File: src/design/pmc_pkg.sv
/*
  Constants, register map and carrier types for the proximity measurement control block.
  The I2C target logic and the measurement sequencer import this package.
*/
package pmc_pkg;

  // ---------------------------------------------------------------
  // register map
  // ---------------------------------------------------------------
  localparam logic [7:0] CMD_MODE_CTRL = 8'h02;
  localparam logic [7:0] CMD_LOW_THR   = 8'h03;
  localparam logic [7:0] CMD_HIGH_THR  = 8'h04;
  localparam logic [7:0] CMD_CANCEL    = 8'h05;
  localparam logic [7:0] CMD_RESULT    = 8'hF8;
  localparam logic [7:0] CMD_EVENTS    = 8'hF9;
  localparam logic [7:0] CMD_IDENT     = 8'hFA;

  // target addresses: straight and swapped pin wiring
  localparam logic [6:0] ADDR_STRAIGHT = 7'h60;
  localparam logic [6:0] ADDR_SWAPPED  = 7'h51;
  // identity codes, values arbitrary
  localparam logic [7:0] ID_LOW_STRAIGHT = 8'hA0;
  localparam logic [7:0] ID_LOW_SWAPPED  = 8'hA1;
  localparam logic [7:0] ID_HIGH         = 8'h0B;

  // ---------------------------------------------------------------
  // field positions and reset values
  // ---------------------------------------------------------------
  localparam int MODE_SEL_BIT    = 4;
  localparam int TRIGGER_BIT     = 5;
  localparam int FAST_PERIOD_LSB = 14;
  localparam int SUN_FLAG_BIT    = 12;
  localparam int NEAR_FLAG_BIT   = 9;
  localparam int FAR_FLAG_BIT    = 8;
  localparam logic [15:0] RESET_WORD    = 16'h0000;
  localparam logic [15:0] MODE_CTRL_WMASK = 16'hC030;
  localparam logic [15:0] CANCEL_MASK   = 16'h0FFF;

  // ---------------------------------------------------------------
  // timing
  // ---------------------------------------------------------------
  localparam int CLK_HZ = 50_000_000;
  localparam int FAST_PERIOD_1_US = 6250;
  localparam int FAST_PERIOD_2_US = 12500;
  localparam int FAST_PERIOD_3_US = 25000;
  localparam int NORMAL_PERIOD_US = 50000;
  localparam int FAST_1_CYC = FAST_PERIOD_1_US * (CLK_HZ / 1_000_000);
  localparam int FAST_2_CYC = FAST_PERIOD_2_US * (CLK_HZ / 1_000_000);
  localparam int FAST_3_CYC = FAST_PERIOD_3_US * (CLK_HZ / 1_000_000);
  localparam int NORMAL_CYC = NORMAL_PERIOD_US * (CLK_HZ / 1_000_000);
  localparam int MEASURE_CYC = 16;

  // ---------------------------------------------------------------
  // carriers
  // ---------------------------------------------------------------
  typedef struct packed {
    logic        high_dynamic_range;
    logic        adc_gain_select;
    logic [1:0]  integration_time;
  } pmc_range_t;

  typedef struct packed {
    logic        done;
    logic [15:0] result;
  } pmc_meas_t;

  typedef struct packed {
    logic        sun;
    logic        near;
    logic        far;
  } pmc_event_t;

endpackage

File: src/design/pmc_sync.sv
/*
  Two-flop synchroniser for the bus pins.
  Assumes the inputs are asynchronous to mclk_i.
*/
`timescale 1ns/100ps
`default_nettype none
module pmc_sync (
  input  wire logic mclk_i,
  input  wire logic rst_n_i,
  input  wire logic async_i,
  output logic      sync_o
);
  logic meta_q;

  always_ff @(posedge mclk_i) begin
    if (!rst_n_i) begin
      meta_q <= 1'b1;
      sync_o <= 1'b1;
    end else begin
      meta_q <= async_i;
      sync_o <= meta_q;
    end
  end
endmodule
`default_nettype wire

File: src/design/pmc_measure.sv
/*
  Measurement sequencer: period timer, forced trigger, ceiling clamp.
  Assumes raw samples arrive from the analog front end on mclk_i.
*/
`timescale 1ns/100ps
`default_nettype none
module pmc_measure
  import pmc_pkg::*;
#(
  parameter int FAST_1 = FAST_1_CYC,
  parameter int FAST_2 = FAST_2_CYC,
  parameter int FAST_3 = FAST_3_CYC,
  parameter int NORMAL = NORMAL_CYC
) (
  input  wire logic        mclk_i,
  input  wire logic        rst_n_i,
  input  wire pmc_range_t  range_i,
  input  wire logic        forced_mode_i,
  input  wire logic        trigger_i,
  input  wire logic [1:0]  fast_period_i,
  input  wire logic [15:0] raw_sample_i,
  output pmc_meas_t        meas_o
);
  typedef enum logic [1:0] {ST_WAIT, ST_CONVERT, ST_DONE} pmc_mstate_t;

  pmc_mstate_t state_q;
  logic [21:0] period_q;
  logic [4:0]  conv_q;
  logic [21:0] period_limit;

  // ceiling as all-ones of the selected bit count
  function automatic logic [15:0] ceiling(input pmc_range_t r);
    logic [2:0] extra;
    extra = 3'({1'b0, r.integration_time}) + 3'(r.adc_gain_select);
    if (!r.high_dynamic_range) begin
      ceiling = 16'h0FFF;
    end else begin
      ceiling = 16'((17'h01000 << extra) - 17'h00001);
    end
  endfunction

  always_comb begin
    case (fast_period_i)
      2'd1:    period_limit = 22'(FAST_1);
      2'd2:    period_limit = 22'(FAST_2);
      2'd3:    period_limit = 22'(FAST_3);
      default: period_limit = 22'(NORMAL);
    endcase
  end

  always_ff @(posedge mclk_i) begin
    if (!rst_n_i) begin
      state_q  <= ST_WAIT;
      period_q <= 22'h000000;
      conv_q   <= 5'h00;
      meas_o   <= '0;
    end else begin
      meas_o.done <= 1'b0;
      case (state_q)
        ST_WAIT: begin
          period_q <= period_q + 22'h000001;
          if (forced_mode_i) begin
            period_q <= 22'h000000;
            if (trigger_i) begin
              state_q <= ST_CONVERT;
            end
          end else if (period_q >= period_limit - 22'h000001) begin
            period_q <= 22'h000000;
            state_q  <= ST_CONVERT;
          end
        end
        ST_CONVERT: begin
          conv_q <= conv_q + 5'h01;
          if (conv_q == 5'(MEASURE_CYC - 1)) begin
            conv_q <= 5'h00;
            state_q <= ST_DONE;
          end
        end
        ST_DONE: begin
          meas_o.done <= 1'b1;
          if (raw_sample_i > ceiling(range_i)) begin
            meas_o.result <= ceiling(range_i);
          end else begin
            meas_o.result <= raw_sample_i;
          end
          state_q <= ST_WAIT;
        end
        default: state_q <= ST_WAIT;
      endcase
    end
  end
endmodule
`default_nettype wire

File: src/design/pmc_top.sv
/*
  I2C target holding the measurement control and result registers.
  Assumes open-drain bus pins resolved outside; range fields and the
  sunlight event come from neighbouring configuration logic.
*/
`timescale 1ns/100ps
`default_nettype none
module pmc_top
  import pmc_pkg::*;
#(
  parameter int FAST_1 = FAST_1_CYC,
  parameter int FAST_2 = FAST_2_CYC,
  parameter int FAST_3 = FAST_3_CYC,
  parameter int NORMAL = NORMAL_CYC
) (
  input  wire logic        mclk_i,
  input  wire logic        rst_n_i,
  input  wire logic        scl_i,
  input  wire logic        sda_i,
  output logic             sda_o,
  output logic             sda_oe_n_o,
  input  wire logic        pins_swapped_i,
  input  wire pmc_range_t  range_i,
  input  wire logic        sun_event_i,
  input  wire logic [15:0] raw_sample_i,
  output logic             measure_done_o
);
  // ---------------------------------------------------------------
  // pin synchronisers and edge detection
  // ---------------------------------------------------------------
  logic scl_s;
  logic sda_s;
  logic scl_prev_q;
  logic sda_prev_q;
  logic swap_s;

  pmc_sync u_scl_sync (
    .mclk_i  (mclk_i),
    .rst_n_i (rst_n_i),
    .async_i (scl_i),
    .sync_o  (scl_s)
  );
  pmc_sync u_sda_sync (
    .mclk_i  (mclk_i),
    .rst_n_i (rst_n_i),
    .async_i (sda_i),
    .sync_o  (sda_s)
  );
  // swap strap is a pin level too; settles long before any frame can start
  pmc_sync u_swap_sync (
    .mclk_i  (mclk_i),
    .rst_n_i (rst_n_i),
    .async_i (pins_swapped_i),
    .sync_o  (swap_s)
  );

  always_ff @(posedge mclk_i) begin
    if (!rst_n_i) begin
      scl_prev_q <= 1'b1;
      sda_prev_q <= 1'b1;
    end else begin
      scl_prev_q <= scl_s;
      sda_prev_q <= sda_s;
    end
  end

  wire scl_rise = scl_s && !scl_prev_q;
  wire scl_fall = !scl_s && scl_prev_q;
  wire start_c  = scl_s && scl_prev_q && sda_prev_q && !sda_s;
  wire stop_c   = scl_s && scl_prev_q && !sda_prev_q && sda_s;

  // ---------------------------------------------------------------
  // registers
  // ---------------------------------------------------------------
  logic [15:0] mode_ctrl_q;
  logic [15:0] low_thr_q;
  logic [15:0] high_thr_q;
  logic [15:0] cancel_q;
  logic [15:0] result_q;
  pmc_event_t  events_q;
  logic [6:0]  my_addr_q;
  logic [7:0]  id_low_q;
  pmc_meas_t   meas;

  // address strap followed every cycle after reset release
  always_ff @(posedge mclk_i) begin
    if (!rst_n_i) begin
      my_addr_q <= ADDR_STRAIGHT;
      id_low_q  <= ID_LOW_STRAIGHT;
    end else begin
      my_addr_q <= swap_s ? ADDR_SWAPPED : ADDR_STRAIGHT;
      id_low_q  <= swap_s ? ID_LOW_SWAPPED : ID_LOW_STRAIGHT;
    end
  end

  // ---------------------------------------------------------------
  // byte engine
  // ---------------------------------------------------------------
  typedef enum logic [2:0] {
    BS_IDLE, BS_SHIFT, BS_ACK, BS_SEND, BS_MACK
  } pmc_bstate_t;

  pmc_bstate_t bstate_q;
  logic [7:0]  shift_q;
  logic [3:0]  bitcnt_q;
  logic        rw_q;
  logic [1:0]  bytes_q;
  logic [7:0]  cmd_q;
  logic [7:0]  wlow_q;
  logic        wr_strobe_q;
  logic        rd_done_q;
  logic        sda_drive_q;
  logic [15:0] rdata;

  function automatic logic [15:0] read_mux(input logic [7:0] cmd,
                                           input logic [15:0] mc,
                                           input logic [15:0] lt,
                                           input logic [15:0] ht,
                                           input logic [15:0] cv,
                                           input logic [15:0] rs,
                                           input pmc_event_t  ev,
                                           input logic [7:0]  idl);
    logic [15:0] w;
    w = 16'h0000;
    case (cmd)
      CMD_MODE_CTRL: w = mc;
      CMD_LOW_THR:   w = lt;
      CMD_HIGH_THR:  w = ht;
      CMD_CANCEL:    w = cv & CANCEL_MASK;
      CMD_RESULT:    w = rs;
      CMD_EVENTS: begin
        w[SUN_FLAG_BIT]  = ev.sun;
        w[NEAR_FLAG_BIT] = ev.near;
        w[FAR_FLAG_BIT]  = ev.far;
      end
      CMD_IDENT:     w = {ID_HIGH, idl};
      default:       w = 16'h0000;
    endcase
    read_mux = w;
  endfunction

  assign rdata = read_mux(cmd_q, mode_ctrl_q, low_thr_q, high_thr_q, cancel_q,
                          result_q, events_q, id_low_q);

  // bytes_q: 0 address, 1 command or read data low, 2 write data low or read data high, 3 write data high
  always_ff @(posedge mclk_i) begin
    if (!rst_n_i) begin
      bstate_q    <= BS_IDLE;
      shift_q     <= 8'h00;
      bitcnt_q    <= 4'h0;
      rw_q        <= 1'b0;
      bytes_q     <= 2'd0;
      cmd_q       <= 8'h00;
      wlow_q      <= 8'h00;
      wr_strobe_q <= 1'b0;
      rd_done_q   <= 1'b0;
      sda_drive_q <= 1'b0;
    end else begin
      wr_strobe_q <= 1'b0;
      rd_done_q   <= 1'b0;
      if (start_c) begin
        // repeated start keeps cmd_q for the read
        bstate_q    <= BS_SHIFT;
        bitcnt_q    <= 4'h0;
        bytes_q     <= 2'd0;
        sda_drive_q <= 1'b0;
      end else if (stop_c) begin
        bstate_q    <= BS_IDLE;
        sda_drive_q <= 1'b0;
      end else begin
        case (bstate_q)
          BS_IDLE: sda_drive_q <= 1'b0;
          BS_SHIFT: begin
            if (scl_rise) begin
              shift_q  <= {shift_q[6:0], sda_s};
              bitcnt_q <= bitcnt_q + 4'h1;
            end
            if (scl_fall && bitcnt_q == 4'h8) begin
              bitcnt_q <= 4'h0;
              if (bytes_q == 2'd0) begin
                if (shift_q[7:1] == my_addr_q) begin
                  rw_q        <= shift_q[0];
                  sda_drive_q <= 1'b1;
                  bstate_q    <= BS_ACK;
                end else begin
                  bstate_q <= BS_IDLE;
                end
              end else begin
                sda_drive_q <= 1'b1;
                bstate_q    <= BS_ACK;
                // low data byte waits here until the high byte is acked
                if (bytes_q == 2'd2 && !rw_q) begin
                  wlow_q <= shift_q;
                end
              end
            end
          end
          BS_ACK: begin
            if (scl_fall) begin
              sda_drive_q <= 1'b0;
              if (bytes_q == 2'd0 && rw_q) begin
                bytes_q     <= 2'd1;
                shift_q     <= rdata[7:0];
                sda_drive_q <= !rdata[7];
                bitcnt_q    <= 4'h1;
                bstate_q    <= BS_SEND;
              end else begin
                bstate_q <= BS_SHIFT;
                case (bytes_q)
                  2'd0: bytes_q <= 2'd1;
                  2'd1: begin
                    cmd_q   <= shift_q;
                    bytes_q <= 2'd2;
                  end
                  2'd2: bytes_q <= 2'd3;
                  // commit only after the high byte; a lone data byte stores nothing
                  default: begin
                    wr_strobe_q <= 1'b1;
                    bytes_q     <= 2'd3;
                  end
                endcase
              end
            end
          end
          BS_SEND: begin
            if (scl_fall) begin
              if (bitcnt_q == 4'h8) begin
                sda_drive_q <= 1'b0;
                bstate_q    <= BS_MACK;
              end else begin
                sda_drive_q <= !shift_q[7 - bitcnt_q[2:0]];
                bitcnt_q    <= bitcnt_q + 4'h1;
              end
            end
          end
          BS_MACK: begin
            if (scl_rise) begin
              if (sda_s || bytes_q == 2'd2) begin
                if (bytes_q == 2'd2) begin
                  rd_done_q <= 1'b1;
                end
                bstate_q <= BS_IDLE;
              end else begin
                bytes_q  <= 2'd2;
                shift_q  <= rdata[15:8];
                bitcnt_q <= 4'h0;
              end
            end
            if (scl_fall && bytes_q == 2'd2 && bitcnt_q == 4'h0) begin
              sda_drive_q <= !shift_q[7];
              bitcnt_q    <= 4'h1;
              bstate_q    <= BS_SEND;
            end
          end
          default: bstate_q <= BS_IDLE;
        endcase
      end
    end
  end

  // open-drain: enable low means pulling low
  always_ff @(posedge mclk_i) begin
    if (!rst_n_i) begin
      sda_o      <= 1'b1;
      sda_oe_n_o <= 1'b1;
    end else begin
      sda_o      <= 1'b0;
      sda_oe_n_o <= !sda_drive_q;
    end
  end

  // ---------------------------------------------------------------
  // register writes
  // ---------------------------------------------------------------
  wire [15:0] wword = {shift_q, wlow_q};

  always_ff @(posedge mclk_i) begin
    if (!rst_n_i) begin
      mode_ctrl_q <= RESET_WORD;
      low_thr_q   <= RESET_WORD;
      high_thr_q  <= RESET_WORD;
      cancel_q    <= RESET_WORD;
    end else begin
      if (wr_strobe_q) begin
        case (cmd_q)
          // reserved bits are forced to zero by the write mask
          CMD_MODE_CTRL: mode_ctrl_q <= wword & MODE_CTRL_WMASK;
          CMD_LOW_THR:   low_thr_q   <= wword;
          CMD_HIGH_THR:  high_thr_q  <= wword;
          CMD_CANCEL:    cancel_q    <= wword & CANCEL_MASK;
          default: ;
        endcase
      end
      // trigger self-clears once the cycle completes
      if (meas.done && !(wr_strobe_q && cmd_q == CMD_MODE_CTRL)) begin
        mode_ctrl_q[TRIGGER_BIT] <= 1'b0;
      end
    end
  end

  // ---------------------------------------------------------------
  // measurement, result and events
  // ---------------------------------------------------------------
  pmc_measure #(
    .FAST_1 (FAST_1),
    .FAST_2 (FAST_2),
    .FAST_3 (FAST_3),
    .NORMAL (NORMAL)
  ) u_measure (
    .mclk_i        (mclk_i),
    .rst_n_i       (rst_n_i),
    .range_i       (range_i),
    .forced_mode_i (mode_ctrl_q[MODE_SEL_BIT]),
    .trigger_i     (mode_ctrl_q[TRIGGER_BIT] && !meas.done),
    .fast_period_i (mode_ctrl_q[FAST_PERIOD_LSB +: 2]),
    .raw_sample_i  (raw_sample_i),
    .meas_o        (meas)
  );

  wire rd_events = rd_done_q && cmd_q == CMD_EVENTS;
  wire near_hit  = meas.done && meas.result > high_thr_q && result_q <= high_thr_q;
  wire far_hit   = meas.done && meas.result < low_thr_q && result_q >= low_thr_q;

  always_ff @(posedge mclk_i) begin
    if (!rst_n_i) begin
      result_q       <= RESET_WORD;
      events_q       <= '0;
      measure_done_o <= 1'b0;
    end else begin
      measure_done_o <= meas.done;
      if (meas.done) begin
        result_q <= meas.result;
      end
      // a new event beats the read-clear in the same cycle
      events_q.sun  <= sun_event_i || (events_q.sun && !rd_events);
      events_q.near <= near_hit || (events_q.near && !rd_events);
      events_q.far  <= far_hit || (events_q.far && !rd_events);
    end
  end
endmodule
`default_nettype wire

File: config.mk
export PLATFORM = sky130hd
export DESIGN_NAME = pmc_top
export DESIGN_NICKNAME = d
export VERILOG_FILES = /design/src/design/pmc_pkg.sv /design/src/design/pmc_sync.sv /design/src/design/pmc_measure.sv /design/src/design/pmc_top.sv
export SDC_FILE = /design/constraint.sdc
export NUM_CORES = 1
export LEC_CHECK = 0
export BUFFER_PORTS_ARGS = -buffer_cell sky130_fd_sc_hd__buf_2
export CAP_MARGIN = 20
export CORE_MARGIN = 10
export CORE_UTILIZATION = 45
export DETAILED_ROUTE_END_ITERATION = 12
export MAX_ROUTING_LAYER = met4
export SLEW_MARGIN = 20
export SYNTH_ARGS = -nofsm -noshare
export SYNTH_HDL_FRONTEND = slang
export SYNTH_SLANG_ARGS = --single-unit
File: constraint.sdc
create_clock -name mclk_i -period 5.1 [get_ports mclk_i]
set_input_delay 0.255 -clock mclk_i [delete_from_list [all_inputs] [get_ports mclk_i]]
set_output_delay 0.255 -clock mclk_i [all_outputs]
set_load 0.005 [all_outputs]
==> results of run 1 <==
worst max-delay path, stage by stage (launching register included):
cell      delay [ns]
dfxtp_1         0.52
inv_1           0.16
ha_1            0.37
inv_1           0.10
xnor2_1         0.18
ha_1            0.26
a21oi_1         0.14
o22ai_1         0.10
o211ai_1        0.22
nand4_1         0.67
or3_1           0.60
nand3_1         0.08
routing by layer:
layer | up-vias | track usage | part of all wire
li1 | 4088 | - | -
met1 | 3826 | 0.267 | 0.49
met2 | 228 | 0.294 | 0.44
met3 | 33 | 0.0305 | 0.054
met4 | 0 | 0.0591 | 0.018
met5 | - | - | 0
Yosys cell counts (11+ instances only):
cell type / instances
dfxtp_1: 163
nor2_1: 121
ha_1: 102
nand2_1: 98
a21oi_1: 81
mux2i_1: 73
inv_1: 56
o21ai_0: 54
nand3_1: 46
clkbuf_1: 36
nand2b_1: 27
a22oi_1: 25
nand4_1: 25
o22ai_1: 16
a211oi_1: 14
a21o_1: 14
nor2b_1: 14
nor3_1: 13
a31oi_1: 11
layout make-up:
type / count / share of cell area
multi-input combinational: 854 / 0.556
sequential: 163 / 0.311
clock buffer: 18 / 0.0419
tap: 275 / 0.0328
timing repair buffer: 40 / 0.0227
inverter: 58 / 0.0208
clock inverter: 14 / 0.0144
power by group:
group | switching, uW | internal [uW]
combinational | 56.7 | 35.7
clock | 567 | 742
sequential | 6.85 | 1280
total | 631 | 2060
metrics by stage:
| stage | hold WS [ns] | power (uW) | util | area [sq um] | worst slack, ns |
|---|---|---|---|---|---|
| after detailed placement | 0.391 | 1410 | 0.472 | 9860 | 1.60 |
| after global routing | 0.0496 | 2770 | 0.502 | 10500 | 1.37 |
| after floorplan | 0.356 | 1380 | - | 9520 | 2.11 |
| final | 0.0300 | 2690 | 0.502 | 10500 | 1.62 |
| after global placement | 0.389 | 1410 | 0.472 | 9860 | 1.64 |
| after CTS | 0.0254 | 2720 | 0.502 | 10500 | 1.64 |
sequential cells by signal, summed over array words and instances (netlist names), 2 cells and up:
register	count
bstate_q	3
wlow_q	8
u_measure.meas_o	17
my_addr_q	2
bitcnt_q	4
bytes_q	2
u_measure.state_q	2
low_thr_q	16
high_thr_q	16
result_q	16
u_measure.conv_q	5
mode_ctrl_q	4
shift_q	8
u_measure.period_q	22
events_q	3
cmd_q	8
cancel_q	12
kinds of logic (layout without fill, tap and decap cells):
group           Yosys count  in the layout  share of synthesized area
compound gates          267            267                      0.179
xor+xnor                 11             11                     0.0101
fa+ha+maj               102            102                      0.134
buf+inv                 109            130                     0.0451
flops                   163            163                      0.343
mux                      79             79                     0.0862
simple gates            395            395                      0.202
final timing paths:
check,slack (ns),to,startpoint
worst max-delay path,1.62,u_measure.period_q[20],mode_ctrl_q[14]
worst min-delay path,0.03,events_q[2],sun_event_i
worst max register to register,1.62,u_measure.period_q[20],mode_ctrl_q[14]
worst min register to register,0.40,sda_oe_n_o,sda_drive_q
==> metrics.md, run 1 <==
| Metric | Value |
|---|---|
| Reg area | 0.00326 sq mm |
| Port buffer count | 28 |
| Clock skew after layout | 0.0113 ns |
| Synth area leader | dfxtp_1 |
| Wire length per cell | 18.0 um |
| Row Count | 53 |
| Max-slew violations | 0 |
| Post-synth top area share | 0.343 |
| Worst slew margin | 0.290 |
| Setup Viol. Count Final | 0 |
| Fmax | 287 MHz |
| Final hold viol count | 0 |
| Prevailing post-synth register cell | dfxtp_1 |
| Clock-pin slew on the worst setup and hold paths | 0.07 ns |
| Startpoint class of the critical path | flop |
| RePlAce Congestion | 0.893 |
| Avg Cell Area, Syn | 8.45 sq um |
| Total grt overflow | 0 |
| CP Class | reg2reg |
| Die Width | 165 um |
| Die ar. | 0.0274 sq mm |
| EDFF count, synth | 0 |
| Layout area overhead | 10.2% |
| Total CTS buffers | 17 |
| Core Footprint | 0.0209 sq mm |
| Unique masters post-synth | 73 |
| Peak VDD IR | 155 uV |
| RSZ-0062 raised after global routing | false |
| Initial antenna violation count | 0 |
| Leak | 0.00428 uW |
| # nets final | 1262 |
| R2R cell count | 11 |
| I/O Pins | 29 |
| Worst-Skew Late Latency | 0.43 ns |
| Clock sinks | 163 |
| Post_cts resized | 0 |
| DR iter-0 viols | 605 |
| Via count | 8175 |
| Routed WL | 25600 um |
| Htree depth | 4 |
| Setup TNS | 0 ns |
| Crit. End Element | flop |
| First-pass GRT wire length | 41700 um |
| Crit path max fanout | 20 |
| Worst slew pin tran | 1.06 ns |
| Status | complete, no violations |
| Synth Instances | 1126 |
| Asr flop ratio synth | 0 |
| HPWL after DPL | 18800 um |
| Crit path DAT | 3.85 ns |
| Fillers | 2015 |
| Synth Warn # | 0 |
| Routed Antenna Nets | 0 |
| Inst Count DP | 1387 |
| Total global-route track usage | 0.196 |
| Commonest non-fill, non-tap cells in the layout | dfxtp_1 (163), nor2_1 (121), ha_1 (102) |
| Max Cap Viol | 0 |
| Post-layout minimum cycle time | 3.48 ns |
| Ranking of synthesized cells by area | dfxtp_1 (34%), ha_1 (13%), mux2i_1 (7.7%), nor2_1 (4.8%), a21oi_1 (4.3%) |
| Drt drc | 0 |
| Pwr dens | 256 mW/mm^2 |
| Antenna cell count | 0 |
| Vias per cell | 5.75 |
| Die H | 165 um |
| Post-CTS Hold Buffers | 3 |
| CTS tree | yes |
| Cell area after synthesis | 0.00952 sq mm |
| Number of global-route vias before repair | 7783 |
| Synth Net Count | 1254 |
| Most common cell after layout, fill and taps aside | dfxtp_1 |
| Cell Count, Final, Fillers Out | 1422 |
| #FFs+latches synth | 163 |
| Worst min path class | in2reg |
| Layout cells sized above 1 | 0.0785 |
| CTS max path bufs | 2 |
| Sequential area share after synthesis | 0.343 |
| CP required | 5.47 ns |
| WHS Path Cells | 3 |
| Pin count of the biggest net entering global routing | 52 |
| Root Driver | clkbuf_16 |
| Initial core utilization | 0.456 |
| Multi-input gate area | 0.00584 sq mm |
| Pre-antenna DRT Iters | 5 |
| Period utilisation layout | 0.682 |
| Setup bufs post-CTS | 0 |
Power figures use the tool's default switching activity.
==> run 2, diff against run 1 <==
Clock period 5.1 ns to 3 ns, I/O delays scaled along.
==> run 2 against run 1 <==
First-iteration DRC count rose by 13%. Count of clock-buffer cells in the layout did not move. Combinational power rose by 95%. Clock skew rose by 0.00089 ns. Sequential power rose by 70%. Critical path type unchanged. Critical endpoint unchanged. Largest cell class unchanged. Highest routed layer unchanged.
==> metrics.md, run 2 (synthesis gave the netlist of run 1 again) <==
| Metric | Value |
|---|---|
| Wire length per cell | 18.0 um (-0.11%) |
| Worst min path class | in2reg |
| Fmax | 363 MHz (+26%) |
| CP Class | reg2reg |
| RSZ-0062 raised after global routing | true |
| Root Driver | clkbuf_16 |
| Commonest non-fill, non-tap cells in the layout | dfxtp_1 (162), nor2_1 (121), ha_1 (102) |
| Drt drc | 0 (unchanged) |
| Antenna cell count | 0 (unchanged) |
| Total global-route track usage | 0.200 (+0.00383) |
| Htree depth | 4 (unchanged) |
| First-pass GRT wire length | 42300 um (+1.5%) |
| Final instance area | 0.0107 sq mm (+2.2%) |
| Final hold viol count | 0 (unchanged) |
| DR iter-0 viols | 685 (+13%) |
| Routed Antenna Nets | 0 (unchanged) |
| Max Cap Viol | 0 (unchanged) |
| Crit path max fanout | 7 (-65%) |
| Clock sinks | 163 (unchanged) |
| Slowest cell on the critical path | dfxtp_2 |
| Initial antenna violation count | 0 (unchanged) |
| Initial core utilization | 0.456 (unchanged) |
| Total grt overflow | 0 (unchanged) |
| Startpoint class of the critical path | flop |
| Pwr dens | 422 mW/mm^2 (+65%) |
| Crit path DAT | 3.12 ns (-0.73 ns) |
| Leak | 0.00440 uW (+2.8%) |
| Crit. End Element | flop |
| Status | complete, no violations |
| Total CTS buffers | 17 (unchanged) |
| Setup Viol. Count Final | 0 (unchanged) |
| Worst path bufs/invs | 3 (+1) |
| Port buffer count | 28 (unchanged) |
| Vias per cell | 5.75 (about the same) |
| CTS tree | yes |
| Period utilisation layout | 0.918 (+0.236) |
| Number of global-route vias before repair | 7944 (+2.1%) |
| Die ar. | 0.0274 sq mm (unchanged) |
| HPWL after DPL | 19100 um (+1.9%) |
| Crit path depth | 12 (+1) |
| Most common cell after layout, fill and taps aside | dfxtp_1 |
| Max reg flops | 22 (unchanged) |
| Layout cells sized above 1 | 0.0987 (+0.0203) |
| R2R cell count | 12 (+1) |
| Peak VDD IR | 281 uV (+81%) |
| Crit path cell chain | inv_1 > ha_1 > inv_1 > xnor2_1 > ha_1 > a21oi_1 > o22ai_1 > o211ai_1 > nand4_1 > buf_4 > or3_1 > nand3_1 |
| Via count | 8344 (+2.1%) |
| # nets final | 1291 (+2.3%) |
| CP peak stage delay | 0.37 ns (-0.30 ns) |
| Largest register by flop count | u_measure.period_q |
| CP required | 3.37 ns (-2.10 ns) |
| Worst-Skew Late Latency | 0.43 ns (about the same) |
| Clock-pin slew on the worst setup and hold paths | 0.06 ns (about the same) |
| Pin count of the biggest net entering global routing | 91 (+75%) |
| Die H | 165 um (unchanged) |
| CP delay by family, top | simple AND/OR/NAND/NOR gates |
| Routed WL | 26100 um (+1.9%) |
| Layout area overhead | 12.6% |
| CTS max path bufs | 2 (unchanged) |
| Core Footprint | 0.0209 sq mm (unchanged) |
| Largest regs | u_measure.period_q (22), u_measure.meas_o (17) |
| RePlAce Congestion | 0.964 (+7.9%) |
| Die Width | 165 um (unchanged) |
| I/O Pins | 29 (unchanged) |
| Worst slew margin | 0.347 (+0.0566) |
| Row Count | 53 (unchanged) |
| Max-slew violations | 0 (unchanged) |
| Clock skew after layout | 0.0122 ns (+0.000887 ns) |
| Utilization after layout | 0.513 (+0.0110) |
| WHS Path Cells | 3 (unchanged) |
| Worst slew pin tran | 0.980 ns (-0.0818 ns) |
| Pre-antenna DRT Iters | 5 (unchanged) |
| Post-layout minimum cycle time | 2.75 ns (-0.724 ns) |
| DP Area | 0.0100 sq mm (+1.7%) |
==> run 2: changes by cell type in the layout (fill, tap and decap cells not counted), sizes merged <==
| cell | before | now |
|---|---|---|
| buf | 37 | 61 |
| bufinv | 2 | 1 |
| clkinv | 5 | 3 |
| clkinvlp | 2 | 5 |
| dlygate4sd3 | 3 | 8 |
| inv | 63 | 62 |
==> run 2: path summary, 6_finish.rpt <==
path,endpoint,startpoint,slack [ns]
setup / recovery,u_measure.period_q[20],mode_ctrl_q[15],0.25
hold / removal,u_measure.meas_o[5],raw_sample_i[5],0.01
setup reg to reg,u_measure.period_q[20],mode_ctrl_q[15],0.25
hold reg to reg,sda_oe_n_o,sda_drive_q,0.40
==> run 2: metrics by stage <==
step | instances | setup TNS (ns) | hold slack [ns] | power, uW | setup WS, ns
finish | 1450 | 0 | 0.00955 | 4520 | 0.245
global route | 1450 | -0.00666 | 0.0137 | 4660 | -0.00666
CTS | 1449 | 0 | 0.00147 | 4550 | 0.0186
detailed placement | 1410 | -1.08 | 0.334 | 2400 | -0.103
global placement | 1410 | -0.297 | 0.331 | 2400 | -0.0308
floorplan | 1126 | 0 | 0.251 | 2340 | 0.118
==> run 2: routing by layer <==
metal	wire, um	global-route usage	up-vias
li1	-	-	4157
met1	12700	0.270	3929
met5	0	-	-
met4	557	0.0626	0
met2	11500	0.302	216
met3	1410	0.0297	42
==> run 2: final cells by class <==
class                   instances  area [sq um]
clock buffers                  18           439
clock inverters                13           125
fillers                      2020         10200
inverters                      58           218
multi-input cells             854          5850
flip-flops and latches        163          3260
well taps                     275           344
repair buffers                 69           484
==> run 2: timing repair <==
item | CTS | global route
setup endpoints to repair | 0 | 15
resized for setup | 0 | 5
endpoints found under the hold margin | 8 | 0
buffers inserted | 0 | 1
hold buffers | 8 | 0
==> run 2: power breakdown <==
part / leakage (uW) / internal [uW] / switching (uW)
Combinational: 0.00282 / 79.7 / 100
Sequential: 0.00132 / 2180 / 11.2
Clock: 0.000262 / 1170 / 982
==> run 2: worst register-to-register path, cell delays in order (launching register included) <==
cell and delay (ns):
dfxtp_2 0.37, inv_1 0.10, ha_1 0.34, inv_1 0.09, xnor2_1 0.17, ha_1 0.26, a21oi_1 0.14, o22ai_1 0.10
o211ai_1 0.28, nand4_1 0.19, buf_4 0.22, or3_1 0.34, nand3_1 0.09
==> run 3, diff against run 2 <==
Settings changed: ABC_CLOCK_PERIOD_IN_PS set to 3000, CORE_ASPECT_RATIO set to 1.2.
==> run 3 against run 2 <==
Sequential share of layout area hardly changed. Fmax rose by 1.2%. Die area about the same. Register-to-register slack better by 0.03 ns. Via count is 0.56% lower. First-iteration DRC count down 7.3%. Global-route usage is 0.90 points lower. Non-clock buffer count decreased by 8. Sequential cell count is the same. Final area decreased by 0.14%. Critical path type unchanged. Critical endpoint is now u_measure.period_q[16]. Largest cell class unchanged.
==> metrics.md, run 3 (synthesis gave the netlist of run 1 again) <==
| Metric | Value |
|---|---|
| Commonest non-fill, non-tap cells in the layout | dfxtp_1 (163), nor2_1 (121), ha_1 (102) |
| Max reg flops | 22 (unchanged) |
| First-pass GRT wire length | 41700 um (-1.3%) |
| Die Width | 153 um (-7.7%) |
| DP Area | 0.0100 sq mm (-0.26%) |
| Routed WL | 25700 um (-1.5%) |
| Crit. End Element | flop |
| Total CTS buffers | 17 (unchanged) |
| Setup TNS | 0 ns (unchanged) |
| Period utilisation layout | 0.907 (-0.0110) |
| CTS max path bufs | 2 (unchanged) |
| Fmax | 367 MHz (+1.2%) |
| Via count | 8297 (-0.56%) |
| Initial core utilization | 0.455 (about the same) |
| Status | complete, no violations |
| CP required | 3.35 ns (-0.02 ns) |
| # nets final | 1283 (-0.62%) |
| Final instance area | 0.0107 sq mm (-0.14%) |
| Post-layout minimum cycle time | 2.72 ns (-0.0330 ns) |
| Drt drc | 0 (unchanged) |
| Routed Antenna Nets | 0 (unchanged) |
| Row Count | 58 (+9.4%) |
| Wire length per cell | 17.9 um (-0.63%) |
| Core Footprint | 0.0209 sq mm (about the same) |
| Final hold viol count | 0 (unchanged) |
| Port buffer count | 28 (unchanged) |
| Power share of the sequential group | 0.462 (-0.022) |
| Pre-CTS setup slack | -0.0620 ns (+0.0414 ns) |
| Initial antenna violation count | 0 (unchanged) |
| Worst min path class | in2reg |
| RePlAce Congestion | 0.912 (-5.4%) |
| Die H | 179 um (+8.4%) |
| Clock-pin slew on the worst setup and hold paths | 0.07 ns (about the same) |
| Leak | 0.00440 uW (about the same) |
| Crit path max fanout | 16 (+9) |
| CP Class | reg2reg |
| RSZ-0062 raised after global routing | false |
| Die ar. | 0.0274 sq mm (about the same) |
| Number of global-route vias before repair | 7975 (+0.39%) |
| Worst-Skew Late Latency | 0.42 ns (about the same) |
| Startpoint class of the critical path | flop |
| Clock skew after layout | 0.0102 ns (-0.00197 ns) |
| Crit path DAT | 3.07 ns (-0.05 ns) |
| Max Cap Viol | 0 (unchanged) |
| Clock power share | 0.500 (+0.023) |
| Htree depth | 4 (unchanged) |
| Combinational Power Share | 0.038 (-0.002) |
| CTS tree | yes |
| WHS | 0.0116 ns (+0.00203 ns) |
| Worst slew pin tran | 0.823 ns (-0.157 ns) |
| Max-slew violations | 0 (unchanged) |
| Pin count of the biggest net entering global routing | 85 (-6.6%) |
| P_int | 3700 uW (+8.0%) |
| Sw frac | 0.218 (-0.0241) |
| Cell Count, Final, Fillers Out | 1438 (-0.83%) |
| Layout cells sized above 1 | 0.0908 (-0.00797) |
| Pre-antenna DRT Iters | 5 (unchanged) |
| Worst slew margin | 0.450 (+0.104) |
| Fillers | 2048 (+1.4%) |
| Inst Count DP | 1400 (-0.71%) |
| Peak VDD IR | 330 uV (+17%) |
| Antenna cell count | 0 (unchanged) |
| DR iter-0 viols | 635 (-7.3%) |
| Fin worst setup slack | 0.278 ns (+0.0330 ns) |
| Root Driver | clkbuf_16 |
| Layout area overhead | 12.5% |
| Total global-route track usage | 0.191 (-0.00904) |
| Pwr dens | 442 mW/mm^2 (+4.9%) |
| Largest regs | u_measure.period_q (22), u_measure.meas_o (17) |
| Vias per cell | 5.77 (+0.27%) |
| Setup bufs post-CTS | 0 (unchanged) |
| Most common cell after layout, fill and taps aside | dfxtp_1 |
| Total grt overflow | 0 (unchanged) |
| Sw power | 1030 uW (-5.7%) |
| HPWL after DPL | 19000 um (-0.75%) |
| Setup Viol. Count Final | 0 (unchanged) |
| Clock sinks | 163 (unchanged) |
| I/O Pins | 29 (unchanged) |
| Largest register by flop count | u_measure.period_q |
-- run 3: changes by cell type in the layout (fill, tap and decap cells not counted), moves of 2 or more --
| cell | previous run | this run |
|---|---|---|
| bufinv_16 | 1 | 4 |
| clkinvlp_4 | 5 | 0 |
| dlygate4sd3_1 | 8 | 6 |
| buf_4 | 31 | 26 |
| inv_6 | 5 | 3 |
| clkbuf_1 | 0 | 3 |
-- run 3: critical path: stages (launching register included) --
cell,delay (ns)
dfxtp_1,0.32
inv_1,0.09
ha_1,0.36
inv_1,0.14
xnor2_1,0.14
ha_1,0.26
a21oi_1,0.15
o22ai_1,0.10
o211ai_1,0.25
and4_2,0.50
o21ai_0,0.16
a31oi_1,0.18
-- run 3: repair_timing --
action	in CTS	in global routing
setup endpoints to repair	0	7
hold buffers	6	0
gates resized for setup	0	1
endpoints found under the hold margin	6	0
-- run 3: final cells by class --
type                    count  area [sq um]  area share
well taps                 270           338      0.0316
flip-flops and latches    163          3260       0.305
repair buffers             61           415      0.0388
multi-input cells         854          5840       0.545
clock inverters            10           169      0.0158
clock buffers              22           464      0.0434
inverters                  58           218      0.0203
-- run 3: power groups by stage --
stage,sequential [uW],combinational [uW],clock (uW)
after floorplan,2230,108,0
after global placement,2240,172,0
after detailed placement,2240,173,0
after CTS,2190,180,2410
after global routing,2190,200,2500
final,2190,178,2370
-- run 3: through the flow --
stage	util	power, uW
finish	0.512	4730
CTS	0.512	4780
detailed placement	0.479	2410
global placement	0.479	2410
global route	0.512	4890
floorplan	-	2340
-- run 3: per-layer routing --
layer  up-vias  global-route usage  wire length (um)
li1       4135                   -                 -
met1      3980               0.229             11700
met2       154               0.327             12700
met3        28              0.0238               766
met4         0              0.0609               479
met5         -                   -                 0
-- run 3: worst paths after layout --
kind | startpoint | endpoint | slack, ns | cells after the start
min reg2reg | sda_drive_q | sda_oe_n_o | 0.40 | 1
max reg2reg | mode_ctrl_q[14] | u_measure.period_q[16] | 0.28 | 11
min | raw_sample_i[3] | u_measure.meas_o[3] | 0.01 | 3
max | mode_ctrl_q[14] | u_measure.period_q[16] | 0.28 | 11
